**src/hw/vid_pkg.sv**
```systemverilog
/*
 Package for the vectored interrupt dispatch block: cause numbers,
 vector address constants, register map and bus payload types.
 Assumes a single core clock and an AXI4-Lite master outside.
*/
package vid_pkg;
	localparam int unsigned  num_causes_c            = 47;
	localparam int unsigned  num_levels_c            = 4;
	localparam logic [5:0]   protection_violation_cause = 6'h03;
	localparam logic [5:0]   static_net_access_cause = 6'h04;
	localparam logic [5:0]   io_net_access_cause     = 6'h05;
	localparam logic [5:0]   user_net_access_cause   = 6'h06;
	localparam logic [5:0]   swint_base_cause        = 6'h0b;
	localparam logic [5:0]   data_xlate_miss_cause   = 6'h10;
	localparam logic [5:0]   data_xlate_error_cause  = 6'h11;
	localparam logic [5:0]   dma_xlate_miss_cause    = 6'h12;
	localparam logic [5:0]   dma_xlate_error_cause   = 6'h13;
	localparam logic [5:0]   user_net_message_ready_cause = 6'h20;
	localparam logic [5:0]   fetch_space_id_cause    = 6'h28;
	localparam logic [5:0]   data_space_id_cause     = 6'h29;
	localparam logic [5:0]   dma_space_id_cause      = 6'h2a;
	localparam logic [5:0]   dma_privilege_cause     = 6'h2c;
	localparam logic [46:0]  reserved_causes_c       = 47'h2800_0030_0000;
	localparam logic [31:0]  vector_table_base       = 32'hfc00_0000;
	localparam int unsigned  level_shift_c           = 24;
	localparam int unsigned  cause_shift_c           = 8;
	// Register map, byte addresses
	localparam logic [7:0]   mask_lo_off_c      = 8'h00;
	localparam logic [7:0]   mask_hi_off_c      = 8'h04;
	localparam logic [7:0]   crit_off_c         = 8'h08;
	localparam logic [7:0]   status_off_c       = 8'h0c;
	localparam logic [7:0]   dest_lo_off_c      = 8'h10;
	localparam logic [7:0]   dest_hi_off_c      = 8'h14;
	localparam logic [7:0]   ctx_base_off_c     = 8'h20;
	localparam logic [7:0]   save_base_off_c    = 8'h40;
	localparam logic [46:0]  mask_reset_c       = 47'h7fff_ffff_ffff;
	localparam logic [93:0]  dest_reset_c       = 94'h0;
	localparam logic [1:0]   resp_okay_c        = 2'b00;
	localparam logic [1:0]   resp_slverr_c      = 2'b10;

	typedef struct packed {
		logic        valid;
		logic [5:0]  cause;
		logic [1:0]  level;
		logic [31:0] pc;
	} vid_dispatch_type;

	typedef struct packed {
		logic        valid;
		logic [31:0] pc;
		logic [1:0]  level;
	} vid_return_type;
endpackage : vid_pkg

```
**src/hw/vid_dispatch.sv**
```systemverilog
/*
 Vectored interrupt dispatch: priority pick, vector address, context
 save and restore, critical section, per-level scratch registers over
 AXI4-Lite. Assumes the pipeline reports raw cause events and acts on
 the dispatch and return outputs in the cycle after they are raised.
*/
module vid_dispatch
	import vid_pkg::*;
(
	input  wire logic              aclk,
	input  wire logic              aresetn,
	input  wire logic [46:0]       cause_events,
	input  wire logic [3:0]        swint_exec,
	input  wire logic [31:0]       current_pc,
	input  wire logic              iret_exec,
	input  wire logic [1:0]        sw_level,
	input  wire logic [7:0]        s_axi_awaddr,
	input  wire logic              s_axi_awvalid,
	output logic                   s_axi_awready,
	input  wire logic [31:0]       s_axi_wdata,
	input  wire logic [3:0]        s_axi_wstrb,
	input  wire logic              s_axi_wvalid,
	output logic                   s_axi_wready,
	output logic [1:0]             s_axi_bresp,
	output logic                   s_axi_bvalid,
	input  wire logic              s_axi_bready,
	input  wire logic [7:0]        s_axi_araddr,
	input  wire logic              s_axi_arvalid,
	output logic                   s_axi_arready,
	output logic [31:0]            s_axi_rdata,
	output logic [1:0]             s_axi_rresp,
	output logic                   s_axi_rvalid,
	input  wire logic              s_axi_rready,
	output vid_dispatch_type       dispatch_q,
	output vid_return_type         return_q,
	output logic [1:0]             level_q,
	output logic                   crit_q
);
	logic [46:0] pend_q;
	logic [46:0] mask_q;
	logic [93:0] dest_q;
	logic [31:0] ctx_pc_q   [num_levels_c];
	logic [2:0]  ctx_lvl_q  [num_levels_c];
	logic [31:0] save_q     [num_levels_c*4];
	logic [46:0] raw;
	logic [46:0] live;
	logic        hit;
	logic [5:0]  pick;
	logic [1:0]  dlvl;
	logic        viol;
	logic        take;
	logic [7:0]  aw_q;
	logic [31:0] w_q;
	logic [3:0]  ws_q;
	logic        awh_q;
	logic        wh_q;
	logic        wr_go;
	logic        wr_save;
	logic        wr_bad;
	logic [3:0]  widx;
	logic        rd_save;
	logic        rd_bad;
	logic [3:0]  ridx;
	logic [31:0] rval;
	logic [31:0] wmask;

	// Cause assembly
	always_comb
	begin
		raw = cause_events;
		raw = raw & ~reserved_causes_c;
		for (int i = 0; i < 4; i++)
			raw[6'(swint_base_cause + 6'(3 - i))] = swint_exec[i] |
				cause_events[6'(swint_base_cause + 6'(3 - i))];
		raw[protection_violation_cause] = cause_events[3] | viol;
	end

	assign live = pend_q & ~mask_q;

	// Lowest-numbered winner
	always_comb
	begin
		hit  = 1'b0;
		pick = 6'h00;
		for (int i = num_causes_c - 1; i >= 0; i--)
			if (live[i])
			begin
				hit  = 1'b1;
				pick = 6'(i);
			end
		dlvl = dest_q[2*pick +: 2];
	end

	assign take = hit && !crit_q && !iret_exec;

	// Pending causes, set wins over dispatch clear
	always_ff @(posedge aclk)
	begin
		if (!aresetn)
			pend_q <= 47'h0;
		else
			pend_q <= (pend_q & ~(take ? (47'h1 << pick) : 47'h0)) | raw;
	end

	// Level and critical section
	always_ff @(posedge aclk)
	begin
		if (!aresetn)
		begin
			level_q <= 2'h0;
			crit_q  <= 1'b0;
		end
		else if (take)
		begin
			level_q <= dlvl;
			crit_q  <= 1'b1;
		end
		else if (iret_exec)
		begin
			level_q <= ctx_lvl_q[level_q][1:0];
			crit_q  <= ctx_lvl_q[level_q][2];
		end
		else if (wr_go && aw_q == crit_off_c)
			crit_q <= w_q[0];
	end

	// Saved context pair per destination level
	generate
		for (genvar l = 0; l < num_levels_c; l++)
		begin : g_ctx
			always_ff @(posedge aclk)
			begin
				if (!aresetn)
				begin
					ctx_pc_q[l]  <= 32'h0;
					ctx_lvl_q[l] <= 3'h0;
				end
				else if (take && dlvl == 2'(l))
				begin
					ctx_pc_q[l]  <= current_pc;
					ctx_lvl_q[l] <= {crit_q, level_q};
				end
			end
		end
	endgenerate

	// Dispatch and return pulses
	always_ff @(posedge aclk)
	begin
		if (!aresetn)
		begin
			dispatch_q <= '0;
			return_q   <= '0;
		end
		else
		begin
			dispatch_q.valid <= take;
			dispatch_q.cause <= pick;
			dispatch_q.level <= dlvl;
			dispatch_q.pc    <= vector_table_base
				+ (32'(dlvl) << level_shift_c)
				+ (32'(pick) << cause_shift_c);
			return_q.valid <= iret_exec && !take;
			return_q.pc    <= ctx_pc_q[level_q];
			return_q.level <= ctx_lvl_q[level_q][1:0];
		end
	end

	// AXI4-Lite write side
	assign wr_go   = awh_q && wh_q && !s_axi_bvalid;
	assign wr_save = aw_q[7:6] == save_base_off_c[7:6];
	assign widx    = aw_q[5:2];
	assign wr_bad  = wr_save && (sw_level < widx[3:2]);
	assign viol    = (wr_go && wr_bad) ||
		(s_axi_arvalid && s_axi_arready && rd_bad);
	always_comb
		for (int b = 0; b < 4; b++)
			wmask[8*b +: 8] = {8{ws_q[b]}};

	always_ff @(posedge aclk)
	begin
		if (!aresetn)
		begin
			awh_q         <= 1'b0;
			wh_q          <= 1'b0;
			aw_q          <= 8'h00;
			w_q           <= 32'h0;
			ws_q          <= 4'h0;
			s_axi_awready <= 1'b0;
			s_axi_wready  <= 1'b0;
			s_axi_bvalid  <= 1'b0;
			s_axi_bresp   <= resp_okay_c;
		end
		else
		begin
			s_axi_awready <= !awh_q && !s_axi_awready && !s_axi_bvalid;
			s_axi_wready  <= !wh_q && !s_axi_wready && !s_axi_bvalid;
			if (s_axi_awvalid && s_axi_awready)
			begin
				awh_q <= 1'b1;
				aw_q  <= s_axi_awaddr;
			end
			if (s_axi_wvalid && s_axi_wready)
			begin
				wh_q <= 1'b1;
				w_q  <= s_axi_wdata;
				ws_q <= s_axi_wstrb;
			end
			if (wr_go)
			begin
				awh_q        <= 1'b0;
				wh_q         <= 1'b0;
				s_axi_bvalid <= 1'b1;
				s_axi_bresp  <= wr_bad ? resp_slverr_c : resp_okay_c;
			end
			else if (s_axi_bvalid && s_axi_bready)
				s_axi_bvalid <= 1'b0;
		end
	end

	// Mask, destination and scratch storage
	always_ff @(posedge aclk)
	begin
		if (!aresetn)
		begin
			mask_q <= mask_reset_c;
			dest_q <= dest_reset_c;
		end
		else if (wr_go)
			case (aw_q)
				mask_lo_off_c: mask_q[31:0] <= (mask_q[31:0] & ~wmask)
					| (w_q & wmask);
				mask_hi_off_c: mask_q[46:32] <= (mask_q[46:32]
					& ~wmask[14:0]) | (w_q[14:0] & wmask[14:0]);
				dest_lo_off_c: dest_q[31:0] <= w_q;
				dest_hi_off_c: dest_q[93:32] <= {30'h0, w_q};
				default: ;
			endcase
	end

	generate
		for (genvar s = 0; s < num_levels_c*4; s++)
		begin : g_save
			always_ff @(posedge aclk)
			begin
				if (!aresetn)
					save_q[s] <= 32'h0;
				else if (wr_go && wr_save && !wr_bad && widx == 4'(s))
					save_q[s] <= (save_q[s] & ~wmask) | (w_q & wmask);
			end
		end
	endgenerate

	// AXI4-Lite read side
	assign rd_save = s_axi_araddr[7:6] == save_base_off_c[7:6];
	assign ridx    = s_axi_araddr[5:2];
	assign rd_bad  = rd_save && (sw_level < ridx[3:2]);

	always_comb
	begin
		rval = 32'h0;
		if (rd_save)
			rval = rd_bad ? 32'h0 : save_q[ridx];
		else if (s_axi_araddr[7:5] == ctx_base_off_c[7:5])
			rval = s_axi_araddr[2] ? {29'h0, ctx_lvl_q[s_axi_araddr[4:3]]}
				: ctx_pc_q[s_axi_araddr[4:3]];
		else
			case (s_axi_araddr)
				mask_lo_off_c: rval = mask_q[31:0];
				mask_hi_off_c: rval = {17'h0, mask_q[46:32]};
				crit_off_c:    rval = {31'h0, crit_q};
				status_off_c:  rval = {24'h0, hit, pick, 1'b0};
				dest_lo_off_c: rval = dest_q[31:0];
				dest_hi_off_c: rval = dest_q[63:32];
				default:       rval = 32'h0;
			endcase
	end

	always_ff @(posedge aclk)
	begin
		if (!aresetn)
		begin
			s_axi_arready <= 1'b0;
			s_axi_rvalid  <= 1'b0;
			s_axi_rdata   <= 32'h0;
			s_axi_rresp   <= resp_okay_c;
		end
		else
		begin
			s_axi_arready <= !s_axi_arready && !s_axi_rvalid;
			if (s_axi_arvalid && s_axi_arready)
			begin
				s_axi_rvalid <= 1'b1;
				s_axi_rdata  <= rval;
				s_axi_rresp  <= rd_bad ? resp_slverr_c : resp_okay_c;
			end
			else if (s_axi_rvalid && s_axi_rready)
				s_axi_rvalid <= 1'b0;
		end
	end
endmodule : vid_dispatch

```
**config.mk**
```make
export PLATFORM = sky130hd
export DESIGN_NAME = vid_dispatch
export DESIGN_NICKNAME = d
export VERILOG_FILES = /design/src/hw/vid_pkg.sv /design/src/hw/vid_dispatch.sv
export SDC_FILE = /design/constraint.sdc
export NUM_CORES = 2
export LEC_CHECK = 0
export BUFFER_PORTS_ARGS = -buffer_cell sky130_fd_sc_hd__buf_2
export CAP_MARGIN = 20
export CORE_ASPECT_RATIO = 1.4
export CORE_MARGIN = 2
export CORE_UTILIZATION = 30
export DETAILED_ROUTE_END_ITERATION = 10
export GPL_TIMING_DRIVEN = 0
export MAX_ROUTING_LAYER = met4
export SYNTH_ARGS = -nofsm -noshare
export SYNTH_HDL_FRONTEND = slang
export SYNTH_SLANG_ARGS = --single-unit
```
**constraint.sdc**
```tcl
create_clock -name aclk -period 7.11 [get_ports aclk]
set_input_delay 1.7775 -clock aclk [delete_from_list [all_inputs] [get_ports aclk]]
set_output_delay 1.7775 -clock aclk [all_outputs]
set_load 0.03 [all_outputs]
```
==> summary.txt <==
Status
  – Status: finished clean

Clock network
  – Number of gates resized after cts: 0
  – Clk root buf: clkbuf_16
  – Clock slew at reported path FFs: 0.07 ns
  – CTS tree: done
  – H-tree levels: 3
  – CTS Sinks: 945
  – Setup Buffers After CTS: 0
  – Worst-Skew Late Latency: 0.72 ns
  – Num CTS Buffers: 91
  – Hold buffer count at cts: 0
  – Clock tree buffer depth: 3

Yosys
  – Post-synth EDFFs: 652
  – Top post-synthesis cells by count: a21oi_1, edfxtp_1, nand2b_1, nand2_1, dfxtp_1
  – Synth top area share: 41.9%
  – Area contributors post-synth: edfxtp_1, dfxtp_1, mux4_2
  – Cell variety after synth: 82
  – Post-Syn Area per Cell: 11.5 sq um
  – Flops & latches, synth: 945
  – Syn. warnings: 0
  – Seq/Total Area, Yosys: 54.4%
  – Area leader, netlist: edfxtp_1
  – Cell Area, Synth: 46,700 sq um
  – Post-synthesis cell count: 4,069
  – Most frequent cell after synthesis: a21oi_1
  – Post-synthesis async set-or-reset flop share: 0%
  – Primary FF master, synth: edfxtp_1

Worst setup path
  – Worst-path cell chain: nor2b_1 -> a21oi_1 -> o2111ai_1 -> a211oi_1 -> nor3_1 -> nor2_1 -> mux2_2 -> o211a_1 -> o22ai_2 -> nor2_2 -> buf_2 -> o31ai_4 -> buf_16 -> buf_8
  – Worst reg-to-reg setup slack: 1.06 ns
  – WP buf/inv: 3
  – Critical path class: register to register
  – FF-to-FF End: ctx_pc_q[1][25]
  – Crit start category: register
  – R2R depth: 14
  – CP Capture Type: register
  – Slowest CP cell: a21oi_1
  – CP max FO: 16
  – Slowest cell delay on critical path: 0.66 ns
  – Family with the most delay on the worst path: compound AO/OA/AOI/OAI gates
  – Crit path DAT: 6.44 ns
  – CP required: 7.50 ns

STA
  – Setup WS post-layout: 1.06 ns
  – Slew @ Worst Pin: 1.21 ns
  – Fin. max-slew vios: 0
  – Final setup vio count: 0
  – Final hold violations: 0
  – RSZ-0062 raised after global routing: no
  – Crit path time final: 6.05 ns
  – Final Cycle Share: 85.1%
  – Setup Skew: 0.0356 ns
  – Fmax achieved: 0.165 GHz
  – Max_slew headroom: 19.6%

Min path
  – Type of the most critical hold path: register to register
  – Hold endpoint: s_axi_wready
  – Hold depth: 1
  – HP Start: wh_q

Routing
  – Via density per instance: 5.27
  – Total Routed Length: 177,000 um
  – Detailed Route Iter0 Violations: 2,967
  – Pre-Repair DR Iteration Count: 6
  – DR vias: 34.9k
  – Detail Route Antenna Nets: 0
  – Post-route DRC violation count: 0
  – Drt wl/cell: 26.8 um

Layout
  – Nets@finish: 4,615
  – Multi-input logic area: 19,700 sq um
  – Synth-to-Final Area Change: 17.1%
  – Final Non-Filler Cells: 6,622
  – Fillers: 15.5k
  – Register area: 25,400 sq um
  – Share of cells above drive strength 1: 19.3%

Die
  – Standard-cell row count: 171
  – Initial Utilization: 30.2%
  – Die H: 471 um
  – Core area: 155,000 sq um
  – Die width: 338 um
  – Full die area: 159,000 sq um
  – Top Ports: 265

Global route
  – Largest net degree at the start of global routing: 22
  – Remaining global-route overflow: 0
  – Gr usage total: 22.5%
  – Initial antenna violation count: 10
  – Vias in the first global route: 35.5k
  – First-pass GRT wire length: 250,000 um

Power and ir drop
  – Leakage power: 19.0 nW
  – Peak VDD IR: 0.182 mV
  – Pwr dens: 225 nW/um^2

Place
  – Inst Count DP: 6,446
  – PortBufs: 236
  – DP Wirelength: 145,000 um
  – Placement Setup Slack: 0.693 ns
  – Final RePlAce weighted congestion: 0.999

Run
  – Max-cap violations: 0
cell families after synthesis:
kind of cell	synth area share [%]
AND/OR/NAND/NOR	17.6
buffers and inverters	4.01
multiplexers	12.6
other	0.00802
adder cells (fa/ha/maj)	0.0535
flip-flops	54.4
AO/OA/AOI/OAI	11.3
cell type report:
type                       instances  area share, %
buffer                           359           2.95
timing repair buffer             283           3.89
clock buffer                     116           4.50
clock inverter                    51          0.853
tap                             2076           4.75
sequential                       945           46.5
antenna                            4         0.0183
inverter                          71          0.487
multi-input combinational       2717           36.1
how the worst max path moves through the flow:
stage	cells past startpoint	from	end	slack (ns)
after global placement	14	register	ctx_lvl_q[0][2]	-2.84
after global routing	14	register	ctx_pc_q[1][25]	1.09
final	14	register	ctx_pc_q[1][25]	1.06
after detailed placement	10	s_axi_araddr[2]	s_axi_rdata[6]	0.69
after floorplan	13	pend_q[32]	ctx_lvl_q[1][0]	1.25
after CTS	14	register	ctx_pc_q[1][25]	1.19
layout by cell type (no fill, tap or decap), drive strengths merged, types with 7 or more instances in the layout:
cell type	synthesis	final
nor3	53	53
nor4	116	116
inv	69	74
conb	1	24
a21oi	722	722
dfxtp	293	293
mux2	14	14
nor2	93	93
nand2	422	422
bufinv	0	7
nand2b	553	553
nor2b	34	34
a211oi	9	9
a31oi	7	7
mux2i	56	56
buf	98	380
clkinv	2	39
nand4	11	11
a221oi	31	31
and2	50	50
nand3	69	69
clkbuf	261	378
edfxtp	652	652
a221o	10	10
o21ai	127	127
mux4	230	230
report_power, final:
group | internal (W) | leakage [nW] | switching [W]
clock network | 0.00272 | 1.44 | 0.00224
registers | 0.00605 | 9.12 | 0.000131
logic | 0.000444 | 8.45 | 0.000733
worst register-to-register path: stages (launching register included):
cell       delay [ns]
dfxtp_1          0.40
nor2b_1          0.19
a21oi_1          0.67
o2111ai_1        0.44
a211oi_1         0.54
nor3_1           0.25
nor2_1           0.57
mux2_2           0.42
o211a_1          0.25
o22ai_2          0.37
nor2_2           0.24
buf_2            0.30
o31ai_4          0.65
buf_16           0.24
buf_8            0.20
layer usage:
layer  track usage [%]  vias to the layer above  routed length, um
met5                 -                        -                  0
met4              12.7                        0              11200
met3              3.15                      397              10900
met1              24.4                    17332              64700
li1                  -                    15720                  -
met2              39.3                     1419              90500
per-stage QoR:
step	util, %	TNS [ns]	area [sq um]	power, W	hold WS [ns]
after CTS	35.3	0	54700	0.0124	0.439
after global placement	32.7	-884.24	50600	0.00740	0.421
final	35.3	0	54700	0.0123	0.443
after global routing	35.3	0	54700	0.0126	0.448
after detailed placement	33.4	0	51700	0.00746	0.424
after floorplan	-	0	46800	0.00693	0.407
sequential cells by signal, summed over array words and instances (netlist names), 2 cells and up, named ones only:
signal,flops
save_q,512
ctx_pc_q,128
dest_q,64
pend_q,47
return_q,35
s_axi_rdata,32
w_q,32
ctx_lvl_q,12
dispatch_q,10
aw_q,8
ws_q,4
level_q,2
Power figures use the tool's default switching activity.
